==> config.mk <==
export PLATFORM = sky130hd
export DESIGN_NAME = sensor_command_mailbox_irq
export DESIGN_NICKNAME = d
export VERILOG_FILES = /design/src/mailbox_pkg.sv /design/src/mailbox_if.sv /design/src/command_engine.sv /design/src/sensor_command_mailbox_irq.sv
export SDC_FILE = /design/constraint.sdc
export NUM_CORES = 1
export LEC_CHECK = 0
export ABC_AREA = 1
export BUFFER_PORTS_ARGS = -buffer_cell sky130_fd_sc_hd__buf_2
export CORE_MARGIN = 2
export CORE_UTILIZATION = 45
export CTS_CLUSTER_DIAMETER = 200
export DETAILED_ROUTE_END_ITERATION = 8
export PLACE_DENSITY = 0.65
export SLEW_MARGIN = 5
export SYNTH_ARGS = -nofsm -noshare
export SYNTH_HDL_FRONTEND = slang
export SYNTH_SLANG_ARGS = --single-unit
==> constraint.sdc <==
create_clock -name mclk -period 4.3 [get_ports mclk]
set_input_delay 0.645 -clock mclk [delete_from_list [all_inputs] [get_ports mclk]]
set_output_delay 0.645 -clock mclk [all_outputs]
set_load 0.01 [all_outputs]
==> src/mailbox_pkg.sv <==
package mailbox_pkg;

  // register byte addresses
  localparam logic [7:0] parameter_mailbox_addr         = 8'h17;
  localparam logic [7:0] command_mailbox_addr           = 8'h18;
  localparam logic [7:0] command_response_addr          = 8'h20;
  localparam logic [7:0] event_flags_addr               = 8'h21;
  localparam logic [7:0] visible_light_result_low_addr  = 8'h22;
  localparam logic [7:0] visible_light_result_high_addr = 8'h23;
  localparam logic [7:0] infrared_light_result_low_addr = 8'h24;

  // reset values
  localparam logic [7:0] parameter_mailbox_reset         = 8'h00;
  localparam logic [7:0] command_mailbox_reset           = 8'h00;
  localparam logic [7:0] command_response_reset          = 8'h00;
  localparam logic [5:0] event_flags_reset               = 6'h00;
  localparam logic [7:0] visible_light_result_low_reset  = 8'h00;
  localparam logic [7:0] visible_light_result_high_reset = 8'h00;
  localparam logic [7:0] infrared_light_result_low_reset = 8'h00;

  // event flag field positions
  localparam int command_flag_bit          = 5;
  localparam int proximity_three_flag_bit  = 4;
  localparam int proximity_two_flag_bit    = 3;
  localparam int proximity_one_flag_bit    = 2;
  localparam int ambient_light_field_lsb   = 0;
  localparam int event_flag_count          = 6;

  // response codes
  localparam int                error_flag_bit        = 7;
  localparam logic [7:0] invalid_command_error = 8'h80;
  localparam logic [7:0] proximity_overflow_base = 8'h88;
  localparam logic [7:0] light_overflow_base     = 8'h8C;
  localparam logic [2:0] first_light_channel     = 3'h3;
  localparam logic [3:0] counter_step            = 4'h1;

  // proximity alert mode that survives auto clear
  localparam logic [1:0] alert_mode_keep = 2'h3;

  // command codes handled in the mailbox itself
  localparam logic [7:0] no_operation_command = 8'h00;
  localparam logic [7:0] reset_command        = 8'h01;

  // serial slave address, value arbitrary
  localparam logic [6:0] device_address = 7'h3C;

  typedef enum logic [6:0] {
    link_idle    = 7'b0000001,
    link_address = 7'b0000010,
    link_ack_out = 7'b0000100,
    link_write   = 7'b0001000,
    link_read    = 7'b0010000,
    link_ack_in  = 7'b0100000,
    link_ignore  = 7'b1000000
  } link_state_t;

  typedef enum logic [1:0] {
    engine_idle = 2'b01,
    engine_busy = 2'b10
  } engine_state_t;

endpackage : mailbox_pkg

==> src/mailbox_if.sv <==
interface mailbox_if;
  logic       cmd_write;
  logic [7:0] cmd_byte;
  logic [7:0] param_byte;
  logic       resp_write;
  logic [7:0] resp_data;
  logic [7:0] response;
  logic       executed;

  modport host_side (
    output cmd_write,
    output cmd_byte,
    output param_byte,
    output resp_write,
    output resp_data,
    input  response,
    input  executed
  );

  modport engine (
    input  cmd_write,
    input  cmd_byte,
    input  param_byte,
    input  resp_write,
    input  resp_data,
    output response,
    output executed
  );
endinterface : mailbox_if

==> src/command_engine.sv <==
module command_engine (
  input  wire logic       mclk,
  input  wire logic       reset,
  mailbox_if.engine       bus,
  output logic            exec_valid,
  output logic [7:0]      exec_code,
  output logic [7:0]      exec_param,
  input  wire logic       exec_done,
  input  wire logic       exec_invalid,
  input  wire logic       overflow_valid,
  input  wire logic [2:0] overflow_channel
);

  mailbox_pkg::engine_state_t state;
  logic [7:0]                 response;
  logic                       executed;
  logic                       error_held;
  logic                       clear_cmd;

  function automatic logic [7:0] overflow_code(input logic [2:0] channel);
    if (channel < mailbox_pkg::first_light_channel) begin
      overflow_code = mailbox_pkg::proximity_overflow_base + {5'h00, channel};
    end else begin
      overflow_code = mailbox_pkg::light_overflow_base
                      + {5'h00, channel - mailbox_pkg::first_light_channel};
    end
  endfunction : overflow_code

  assign error_held   = response[mailbox_pkg::error_flag_bit];
  assign clear_cmd    = (bus.cmd_byte == mailbox_pkg::no_operation_command)
                     || (bus.cmd_byte == mailbox_pkg::reset_command);
  assign bus.response = response;
  assign bus.executed = executed;

  always_ff @(posedge mclk) begin
    if (reset) begin
      state      <= mailbox_pkg::engine_idle;
      exec_valid <= 1'b0;
      exec_code  <= 8'h00;
      exec_param <= 8'h00;
    end else begin
      case (state)
        mailbox_pkg::engine_idle: begin
          if (bus.cmd_write && !clear_cmd && !error_held) begin
            exec_valid <= 1'b1;
            exec_code  <= bus.cmd_byte;
            exec_param <= bus.param_byte;
            state      <= mailbox_pkg::engine_busy;
          end
        end
        mailbox_pkg::engine_busy: begin
          // a write while busy is dropped; host watches the counter
          if (exec_done) begin
            exec_valid <= 1'b0;
            state      <= mailbox_pkg::engine_idle;
          end
        end
        default: begin
          state <= mailbox_pkg::engine_idle;
        end
      endcase
    end
  end

  always_ff @(posedge mclk) begin
    if (reset) begin
      response <= mailbox_pkg::command_response_reset;
      executed <= 1'b0;
    end else begin
      executed <= 1'b0;
      if (bus.resp_write) begin
        response <= bus.resp_data;
      end
      if (bus.cmd_write && clear_cmd) begin
        response <= mailbox_pkg::command_response_reset;
      end
      if (state == mailbox_pkg::engine_busy && exec_done) begin
        if (exec_invalid && !error_held) begin
          response <= mailbox_pkg::invalid_command_error;
        end else if (!error_held) begin
          response <= {4'h0, response[3:0] + mailbox_pkg::counter_step};
          executed <= 1'b1;
        end
      end
      if (overflow_valid && !error_held) begin
        response <= overflow_code(overflow_channel);
      end
    end
  end

endmodule : command_engine

==> src/sensor_command_mailbox_irq.sv <==
module sensor_command_mailbox_irq (
  input  wire logic        mclk,
  input  wire logic        reset,
  input  wire logic        scl_in,
  input  wire logic        sda_in,
  output logic             sda_out,
  output logic             sda_oe_n,
  output logic             int_out_n,
  output logic             standby,
  input  wire logic [5:0]  irq_enable,
  input  wire logic        int_mode,
  input  wire logic [5:0]  proximity_alert_mode,
  input  wire logic        sleep_request,
  input  wire logic        meas_start,
  input  wire logic        meas_done,
  input  wire logic [15:0] vis_result,
  input  wire logic [15:0] ir_result,
  input  wire logic [2:0]  prox_event,
  input  wire logic [1:0]  ambient_event,
  output logic             exec_valid,
  output logic [7:0]       exec_code,
  output logic [7:0]       exec_param,
  input  wire logic        exec_done,
  input  wire logic        exec_invalid,
  input  wire logic        overflow_valid,
  input  wire logic [2:0]  overflow_channel
);

  mailbox_if bus ();

  logic [1:0]                scl_sync;
  logic [1:0]                sda_sync;
  logic                      scl_prev;
  logic                      sda_prev;
  logic                      scl_s;
  logic                      sda_s;
  logic                      scl_rise;
  logic                      scl_fall;
  logic                      start_cond;
  logic                      stop_cond;

  mailbox_pkg::link_state_t  state;
  logic [2:0]                bit_count;
  logic [7:0]                shifter;
  logic                      byte_got;
  logic                      drive_low;
  logic                      is_read;
  logic                      first_byte;
  logic [7:0]                pointer;
  logic                      we;
  logic [7:0]                wr_addr;
  logic [7:0]                wr_data;
  logic [7:0]                read_byte;

  logic [7:0]                parameter_mailbox;
  logic [7:0]                command_mailbox;
  logic [5:0]                event_flags;
  logic [7:0]                visible_light_result_low;
  logic [7:0]                visible_light_result_high;
  logic [7:0]                infrared_light_result_low;
  logic [5:0]                flag_set;
  logic [5:0]                flag_w1c;
  logic [5:0]                flag_auto;
  logic [5:0]                next_event_flags;

  // pins cross into mclk through two flops
  always_ff @(posedge mclk) begin
    if (reset) begin
      scl_sync <= 2'h3;
      sda_sync <= 2'h3;
      scl_prev <= 1'b1;
      sda_prev <= 1'b1;
    end else begin
      scl_sync <= {scl_sync[0], scl_in};
      sda_sync <= {sda_sync[0], sda_in};
      scl_prev <= scl_sync[1];
      sda_prev <= sda_sync[1];
    end
  end

  assign scl_s      = scl_sync[1];
  assign sda_s      = sda_sync[1];
  assign scl_rise   = scl_s && !scl_prev;
  assign scl_fall   = !scl_s && scl_prev;
  assign start_cond = scl_s && scl_prev && sda_prev && !sda_s;
  assign stop_cond  = scl_s && scl_prev && !sda_prev && sda_s;

  // open drain: only ever pulls low
  assign sda_out  = 1'b0;
  assign sda_oe_n = !drive_low;

  always_ff @(posedge mclk) begin
    if (reset) begin
      state      <= mailbox_pkg::link_idle;
      bit_count  <= 3'h0;
      shifter    <= 8'h00;
      byte_got   <= 1'b0;
      drive_low  <= 1'b0;
      is_read    <= 1'b0;
      first_byte <= 1'b0;
      pointer    <= 8'h00;
      we         <= 1'b0;
      wr_addr    <= 8'h00;
      wr_data    <= 8'h00;
    end else begin
      we <= 1'b0;
      if (start_cond) begin
        state      <= mailbox_pkg::link_address;
        bit_count  <= 3'h0;
        byte_got   <= 1'b0;
        drive_low  <= 1'b0;
        first_byte <= 1'b1;
      end else if (stop_cond) begin
        state     <= mailbox_pkg::link_idle;
        drive_low <= 1'b0;
      end else begin
        case (state)
          mailbox_pkg::link_address,
          mailbox_pkg::link_write: begin
            if (scl_rise) begin
              shifter   <= {shifter[6:0], sda_s};
              bit_count <= bit_count + 3'h1;
              if (bit_count == 3'h7) begin
                byte_got <= 1'b1;
              end
            end else if (scl_fall && byte_got) begin
              byte_got <= 1'b0;
              if (state == mailbox_pkg::link_address) begin
                if (shifter[7:1] == mailbox_pkg::device_address) begin
                  is_read   <= shifter[0];
                  drive_low <= 1'b1;
                  state     <= mailbox_pkg::link_ack_out;
                end else begin
                  state <= mailbox_pkg::link_ignore;
                end
              end else begin
                drive_low <= 1'b1;
                state     <= mailbox_pkg::link_ack_out;
                if (first_byte) begin
                  pointer    <= shifter;
                  first_byte <= 1'b0;
                end else begin
                  we      <= 1'b1;
                  wr_addr <= pointer;
                  wr_data <= shifter;
                  pointer <= pointer + 8'h01;
                end
              end
            end
          end
          mailbox_pkg::link_ack_out: begin
            if (scl_fall) begin
              bit_count <= 3'h0;
              if (is_read) begin
                shifter   <= read_byte;
                drive_low <= !read_byte[7];
                pointer   <= pointer + 8'h01;
                state     <= mailbox_pkg::link_read;
              end else begin
                drive_low <= 1'b0;
                state     <= mailbox_pkg::link_write;
              end
            end
          end
          mailbox_pkg::link_read: begin
            if (scl_rise) begin
              bit_count <= bit_count + 3'h1;
              if (bit_count == 3'h7) begin
                byte_got <= 1'b1;
              end
            end else if (scl_fall) begin
              if (byte_got) begin
                byte_got  <= 1'b0;
                drive_low <= 1'b0;
                state     <= mailbox_pkg::link_ack_in;
              end else begin
                shifter   <= {shifter[6:0], 1'b0};
                drive_low <= !shifter[6];
              end
            end
          end
          mailbox_pkg::link_ack_in: begin
            if (scl_rise) begin
              if (sda_s) begin
                state <= mailbox_pkg::link_ignore;
              end else begin
                byte_got <= 1'b1;
              end
            end else if (scl_fall && byte_got) begin
              byte_got  <= 1'b0;
              bit_count <= 3'h0;
              shifter   <= read_byte;
              drive_low <= !read_byte[7];
              pointer   <= pointer + 8'h01;
              state     <= mailbox_pkg::link_read;
            end
          end
          mailbox_pkg::link_ignore: begin
            drive_low <= 1'b0;
          end
          default: begin
            state <= mailbox_pkg::link_idle;
          end
        endcase
      end
    end
  end

  // read decode; reserved flag bits read zero
  always_comb begin
    if (pointer == mailbox_pkg::parameter_mailbox_addr) begin
      read_byte = parameter_mailbox;
    end else if (pointer == mailbox_pkg::command_mailbox_addr) begin
      read_byte = command_mailbox;
    end else if (pointer == mailbox_pkg::command_response_addr) begin
      read_byte = bus.response;
    end else if (pointer == mailbox_pkg::event_flags_addr) begin
      read_byte = {2'h0, event_flags};
    end else if (pointer == mailbox_pkg::visible_light_result_low_addr) begin
      read_byte = visible_light_result_low;
    end else if (pointer == mailbox_pkg::visible_light_result_high_addr) begin
      read_byte = visible_light_result_high;
    end else if (pointer == mailbox_pkg::infrared_light_result_low_addr) begin
      read_byte = infrared_light_result_low;
    end else begin
      read_byte = 8'h00;
    end
  end

  assign bus.cmd_write  = we && (wr_addr == mailbox_pkg::command_mailbox_addr);
  assign bus.cmd_byte   = wr_data;
  assign bus.param_byte = parameter_mailbox;
  assign bus.resp_write = we && (wr_addr == mailbox_pkg::command_response_addr);
  assign bus.resp_data  = wr_data;

  always_ff @(posedge mclk) begin
    if (reset) begin
      parameter_mailbox <= mailbox_pkg::parameter_mailbox_reset;
      command_mailbox   <= mailbox_pkg::command_mailbox_reset;
    end else if (we) begin
      if (wr_addr == mailbox_pkg::parameter_mailbox_addr) begin
        parameter_mailbox <= wr_data;
      end else if (wr_addr == mailbox_pkg::command_mailbox_addr) begin
        command_mailbox <= wr_data;
      end
    end
  end

  always_ff @(posedge mclk) begin
    if (reset) begin
      standby <= 1'b1;
    end else if (bus.cmd_write) begin
      standby <= 1'b0;
    end else if (sleep_request) begin
      standby <= 1'b1;
    end
  end

  always_ff @(posedge mclk) begin
    if (reset) begin
      visible_light_result_low  <= mailbox_pkg::visible_light_result_low_reset;
      visible_light_result_high <= mailbox_pkg::visible_light_result_high_reset;
      infrared_light_result_low <= mailbox_pkg::infrared_light_result_low_reset;
    end else if (meas_done) begin
      visible_light_result_low  <= vis_result[7:0];
      visible_light_result_high <= vis_result[15:8];
      infrared_light_result_low <= ir_result[7:0];
    end else if (we) begin
      if (wr_addr == mailbox_pkg::visible_light_result_low_addr) begin
        visible_light_result_low <= wr_data;
      end else if (wr_addr == mailbox_pkg::visible_light_result_high_addr) begin
        visible_light_result_high <= wr_data;
      end else if (wr_addr == mailbox_pkg::infrared_light_result_low_addr) begin
        infrared_light_result_low <= wr_data;
      end
    end
  end

  always_comb begin
    flag_set = 6'h00;
    flag_set[mailbox_pkg::command_flag_bit]         = bus.executed;
    flag_set[mailbox_pkg::proximity_three_flag_bit] = prox_event[2];
    flag_set[mailbox_pkg::proximity_two_flag_bit]   = prox_event[1];
    flag_set[mailbox_pkg::proximity_one_flag_bit]   = prox_event[0];
    flag_set[mailbox_pkg::ambient_light_field_lsb +: 2] = ambient_event;
  end

  assign flag_w1c = (we && wr_addr == mailbox_pkg::event_flags_addr)
                  ? wr_data[5:0] : 6'h00;

  always_comb begin
    flag_auto = 6'h00;
    if (int_mode && meas_start) begin
      flag_auto = 6'h3F;
      if (proximity_alert_mode[5:4] == mailbox_pkg::alert_mode_keep) begin
        flag_auto[mailbox_pkg::proximity_three_flag_bit] = 1'b0;
      end
      if (proximity_alert_mode[3:2] == mailbox_pkg::alert_mode_keep) begin
        flag_auto[mailbox_pkg::proximity_two_flag_bit] = 1'b0;
      end
      if (proximity_alert_mode[1:0] == mailbox_pkg::alert_mode_keep) begin
        flag_auto[mailbox_pkg::proximity_one_flag_bit] = 1'b0;
      end
    end
  end

  // a set arriving with its clear wins
  assign next_event_flags = (event_flags & ~(flag_w1c | flag_auto)) | flag_set;

  always_ff @(posedge mclk) begin
    if (reset) begin
      event_flags <= mailbox_pkg::event_flags_reset;
    end else begin
      event_flags <= next_event_flags;
    end
  end

  always_ff @(posedge mclk) begin
    if (reset) begin
      int_out_n <= 1'b1;
    end else begin
      int_out_n <= !(|(next_event_flags & irq_enable));
    end
  end

  command_engine engine_inst (
    .mclk             (mclk),
    .reset            (reset),
    .bus              (bus.engine),
    .exec_valid       (exec_valid),
    .exec_code        (exec_code),
    .exec_param       (exec_param),
    .exec_done        (exec_done),
    .exec_invalid     (exec_invalid),
    .overflow_valid   (overflow_valid),
    .overflow_channel (overflow_channel)
  );

endmodule : sensor_command_mailbox_irq

## Yosys cells after proc, flatten, opt, wreduce, memory -nomap -nowiden

Index checks and enable logic that the tools add are counted.

| word-level totals | value |
|---|---|
| ROM bits | 0 |
| memory bits (writable) | 0 |
| memories | 0 |
| latch bits | 0 |
| flip-flop bits (word level) | 129 |
| input bits | 63 |

| cells by class | value |
|---|---|
| div/mod/pow operators | 0 |
| reductions and logical operators | 68 |
| equal/unequal tests | 62 |
| $mul | 0 |
| muxes and demuxes | 105 |
| shift operators | 0 |
| add/sub/neg operators | 6 |
| bitwise logic cells | 15 |
| order comparisons | 1 |

Operators with widths:

| kind | number |
|---|---|
| $mux 8 | 42 |
| $eq 8x6->1 const B | 10 |
| $mux 7 | 11 |
| $pmux 7 s5 | 1 |
| $ne 2x2->1 const B | 17 |
| $mux 1 | 33 |
| $eq 8x5->1 const B | 4 |
| $pmux 8 s4 | 1 |
| $reduce_and 9->1 | 3 |
| $ne 4x4->1 const B | 6 |
| $pmux 8 s3 | 1 |
| $logic_and 1x1->1 | 18 |
| $ne 3x3->1 const B | 6 |
| $add 8x3->8 const A | 2 |
| $reduce_bool 2->1 | 8 |
| $eq 7x6->1 const B | 2 |
| $reduce_and 7->1 | 2 |
| $and 6x6->6 | 2 |
| $mux 3 | 4 |
| $mux 6 | 2 |
| $or 6x6->6 | 2 |
| $reduce_and 11->1 | 1 |
| $logic_not 1->1 | 10 |
| $ne 5x5->1 const B | 2 |
| 39 further kinds | 67 |

## Longest topological paths before layout

| logic depth | value |
|---|---|
| depth in word-level cells | 12 |
| mapped depth | 14 |

## Modules after synthesis

From an unflattened synthesis, not the netlist that was laid out.

| second synthesis, totals | value |
|---|---|
| cells, all modules | 1037 |
| area, all modules | 6945.4 µm² |

Modules (own cells, without submodules):

| module | area an instance (µm²) | cells each | times used | sequential area each (µm²) |
|---|---|---|---|---|
| sensor_command_mailbox_irq | 5632.9 | 856 | 1 | 2021.9 |
| command_engine | 1312.5 | 181 | 1 | 560.5 |

## Least setup slack after synthesis

Ideal clock, no wire load.

| timing | value |
|---|---|
| kind | reg-to-reg |
| start point | register scl_prev |
| end point | register pointer[4] |
| arrival time | 1.598 ns |
| library setup time | 0.113 ns |
| cell stages (with the launch flop) | 12 |
| path slack | 2.589 ns |
| required time | 4.187 ns |
| cell sequence | dfxtp_1 > inv_1 > ha_1 > buf_2 > inv_1 > nand3_1 > nand2_1 > nand3_1 > nor3_4 > nand2_1 > nand2_1 > nor2_1 |

| between the ends | value |
|---|---|
| word-level cells in the longest chain between the ends | 5 |
| elaborated cells on any way between the ends | 17 |

RTL lines:

| element | RTL line | RTL |
|---|---|---|
| start, declared | sensor_command_mailbox_irq.sv:33 | `logic scl_prev;` |
| start signal, assigned | sensor_command_mailbox_irq.sv:76 | `scl_prev <= scl_sync[1];` |
| parallel branches: the longest is 4 deep, another holds $ne 2x2->1 | - |  |
| $reduce_and 10->1 (no line) * | - |  |
| end signal, assigned | sensor_command_mailbox_irq.sv:140 | `pointer <= shifter;` |
| end signal, assigned | sensor_command_mailbox_irq.sv:146 | `pointer <= pointer + 8'h01;` |
| end signal, assigned | sensor_command_mailbox_irq.sv:157 | `pointer <= pointer + 8'h01;` |
| end, declared | sensor_command_mailbox_irq.sv:49 | `logic [7:0] pointer;` |

Mark *: on every way between the ends.
A chain may end at the register's enable or synchronous reset.

## Worst setup path after layout

| timing | value |
|---|---|
| start point | register wr_addr[6] |
| end point | register engine_inst.response[1] (netlist: engine_inst.bus.response[1]) |

| between the ends | value |
|---|---|
| word-level cells in the longest chain between the ends | 8 |
| elaborated cells on any way between the ends | 11 |

RTL lines:

| element | RTL line | RTL |
|---|---|---|
| start, declared | sensor_command_mailbox_irq.sv:51 | `logic [7:0] wr_addr;` |
| start signal, assigned | sensor_command_mailbox_irq.sv:144 | `wr_addr <= pointer;` |
| $eq 8x6->1 or $eq 8x5->1 (tied branches) | sensor_command_mailbox_irq.sv:233, sensor_command_mailbox_irq.sv:230 |  |
| $logic_and 1x1->1 (on tied branches) | sensor_command_mailbox_irq.sv:233, sensor_command_mailbox_irq.sv:230 |  |
| $mux 8 or $logic_and 1x1->1 (tied branches) | command_engine.sv:71, command_engine.sv:74 |  |
| $mux 8 * | command_engine.sv:74 | `if (bus.cmd_write && clear_cmd) begin` |
| $mux 8 | command_engine.sv:80 | `end else if (!error_held) begin` |
| $mux 8 | command_engine.sv:78 | `if (exec_invalid && !error_held) begin` |
| $mux 8 * | command_engine.sv:77 | `if (state == mailbox_pkg::engine_busy && exec_done) begin` |
| $mux 8 * | command_engine.sv:85 | `if (overflow_valid && !error_held) begin` |
| end signal, assigned | command_engine.sv:79 | `response <= mailbox_pkg::invalid_command_error;` |
| end signal, assigned | command_engine.sv:81 | `response <= {4'h0, response[3:0] + mailbox_pkg::counter_step};` |
| end signal, assigned | command_engine.sv:86 | `response <= overflow_code(overflow_channel);` |
| end, declared | command_engine.sv:15 | `logic [7:0] response;` |

Mark *: on every way between the ends. The rest lies on a longest branch, timed or not.

==> metrics.txt <==
Seq cells post-synth=~130; initial antenna violation count=0; die width=roughly 130 um; Antenna Cells=0; root buf cell=clkbuf_16; # H-tree levels=4; gr ovfl total=0; Final setup viols=0; post-synth top area share=37.66%; Syn Nets=between 1000 and 1500; vias=around 6700; worst hold margin=0.3941 ns; Async SR Flop Fraction=0%; clk_lat worst skew=between 0.4 and 0.5 ns; main flop type after synthesis=dfxtp_1; first-pass GRT wire length=roughly 31 mm; Area Growth Syn to Fin=15.91%; r2r startpoint=wr_addr[6]$_SDFFE_PP0P_; Worst R2R Path Depth=9; register area=0.002582 mm2; worst min path class=primary input to flop; mean routed wirelength per cell=14.45 um; crit path capture=engine_inst.bus.response[1]$_SDFF_PP0_; drt total wl=~19 mm; Cell variety after synth=41; CP max FO=14; f_max=440.9 MHz; Avg Vias per Cell=approximately 5.2; Final Util=52.88%; Clock Skew=between 0.009 and 0.01 ns; Worst-Margin Slew=roughly 1.1 ns; DRT iter0 DRCs=430; RSZ-0062 raised after global routing=no; Mean Syn Cell Area=6.652 um2; drt pass-1 iters=5; TritonCTS clock tree=done; Crit path required time=4.67 ns; die area=around 0.016 mm2; Worst R2R End=engine_inst.bus.response[1]$_SDFF_PP0_; Worst-path clk slew=0.06 ns; Final HPWL DP=13.36 mm; beginning of the critical path=wr_addr[6]$_SDFFE_PP0P_; largest area contributor in the netlist=dfxtp_1; fin area=slightly below 0.008 mm2; Ys Warns=0; slew margin rel.=a little under 30%; Non-Filler Instances=1294; flop-to-flop setup slack=a little over 2 ns; DP Cell Count=~1300; Max rail drop VDD=approximately 0.28 mV; XOR/XNOR share of the synthesized area=roughly 1.1%; port bufs=74; placement row count=45; crit path launch type=flop; fill count=approximately 1600; All-Layer GR Usage=a little under a quarter; top post-synthesis cells by area=dfxtp_1, nand2_1, inv_1, nor2_1, a21oi_1; Power Density=approximately 370 mW/mm2; Starting Density=a little under half; Simple-Gate Fraction of Synth Area=around a third; post-synth design cell area=about 0.0069 mm2; GP Congestion=approximately 0.91; Nets=1167; # hold bufs at CTS=0; Post-DRT Antenna Nets=0; share of layout cells above drive strength 1=roughly 13%; die height=about 130 um; Slew Limit Fails=0; clock sink total=129; largest net degree at the start of global routing=67; Ports=between 80 and 90; MaxCap Viol Count=0; Hold Vio Cnt, Final=0; placed cell areas=around 0.0073 mm2; Leakage=3.630 nW; crit share post-route=a little over half; Adder-Cell Fraction of Synth Area=under 10%; Bufs on Longest Clock Path=2; post-CTS setup buffer count=0; Worst EP arrival=between 2 and 3 ns; Post-synth EDFFs=0; setup TNS=0 ns; post-cts resize count=0; largest family of logic cells by synthesized area=simple AND/OR/NAND/NOR gates; mux cell area share after synthesis=0%; residual DRC count=0; category of the most critical setup path=flop to flop; Gate Count Post-Synth=approximately 1000; number of global-route vias before repair=6177; outcome=finished clean; Core ar.=~0.015 mm2; min cycle time layout=~2.3 ns; Inserted Clock Buffers=17; Compound-Gate Fraction of Synth Area=between 15 and 20%; footprint of the multi-input gates=between 0.003 and 0.004 mm2; crit end category=flop; Seq/Total Area, Yosys=~38%
-- state kept, by name (all words and copies together), names as in the netlist, 7 cells and up --
register                   cells
state                          7
engine_inst.exec_param         8
bus.cmd_byte                   8
pointer                        8
shifter                        8
engine_inst.bus.response       8
visible_light_result_low       8
bus.param_byte                 8
visible_light_result_high      8
wr_addr                        8
infrared_light_result_low      8
command_mailbox                8
engine_inst.exec_code          8
-- layout by cell type (no fill, tap or decap), types with 2 or more instances in the layout --
master / count
nand2_1: 241
nor3_4: 3
ha_1: 11
o211ai_1: 6
clkbuf_16: 17
a22oi_1: 6
nand3_1: 80
nand3b_1: 5
clkinvlp_4: 4
xor2_1: 8
clkinv_4: 3
bufinv_16: 4
a211oi_1: 15
a31oi_1: 13
buf_4: 4
nor2_2: 5
nor2_4: 4
o21ai_0: 60
clkinv_1: 2
inv_1: 141
nor3_2: 3
clkinv_2: 2
nor3_1: 15
a21oi_2: 2
a32oi_1: 8
buf_2: 74
nand4_1: 9
nand3_2: 3
a21oi_1: 86
dfxtp_1: 129
nor2_1: 123
or2_2: 7
-- how the worst min path moves through the flow --
stage                             end  slack, ns  cells past startpoint                    from
2_1_floorplan  scl_sync[1]$_SDFF_PP1_       0.39                      1  scl_sync[0]$_SDFF_PP1_
3_3_place_gp   sda_sync[1]$_SDFF_PP1_       0.39                      1  sda_sync[0]$_SDFF_PP1_
3_5_place_dp   sda_sync[1]$_SDFF_PP1_       0.40                      1  sda_sync[0]$_SDFF_PP1_
4_1_cts        scl_sync[0]$_SDFF_PP1_       0.39                      2                  scl_in
5_1_grt        scl_sync[0]$_SDFF_PP1_       0.40                      2                  scl_in
6_report       scl_sync[0]$_SDFF_PP1_       0.39                      2                  scl_in
-- Yosys cell counts (all sizes together), types with 2 or more instances --
cell,count
nand2,242
inv,142
nor2,132
dfxtp,129
a21oi,88
nand3,84
o21ai,60
nor3,21
clkbuf,18
buf,17
a211oi,15
a31oi,13
ha,11
nand4,9
a32oi,8
xor2,8
or2,7
a22oi,6
nand3b,6
o211ai,6
clkinv,2
-- power by group --
group / internal, mW / switching (mW)
Sequential: 1.22 / 0.0154
Clock: 0.984 / 0.571
Combinational: 0.0566 / 0.0906
Total: 2.26 / 0.677
-- critical path, cell delays in order (launching register included) --
cell	delay, ns
dfxtp_1	0.31
nor2_1	0.16
nand3_1	0.20
nor2_1	0.52
nand2_1	0.42
inv_1	0.20
o21ai_0	0.08
o21ai_0	0.14
nand3_1	0.10
nand2_1	0.08
-- area by class of cell --
class | instances | area share, %
Multi-Input combinational cell | 723 | 44.80
Tap cell | 188 | 2.959
Inverter | 144 | 6.800
Clock inverter | 13 | 2.345
Sequential cell | 129 | 32.49
Clock buffer | 19 | 5.572
Timing Repair Buffer | 78 | 5.037
-- logic make-up after synthesis --
kind of cell	Yosys count
xor+xnor	9
simple gates	503
flops	129
compound gates	199
buf+inv	179
other cells	1
fa+ha+maj	11
-- through the flow --
step                      setup slack [ns]  power, mW
after floorplan                      2.589      1.356
after global placement               2.048      1.406
after detailed placement             2.063      1.408
after CTS                            2.037      2.947
after global routing                 1.781      3.030
final                                2.032      2.938
-- per-layer routing --
metal	share of wire, %	GRT usage (%)
met5	0	0
met4	1.2	6.981
met3	4.9	4.648
met2	49	40.86
met1	45	29.83
(Power assumes the default switching activity.)
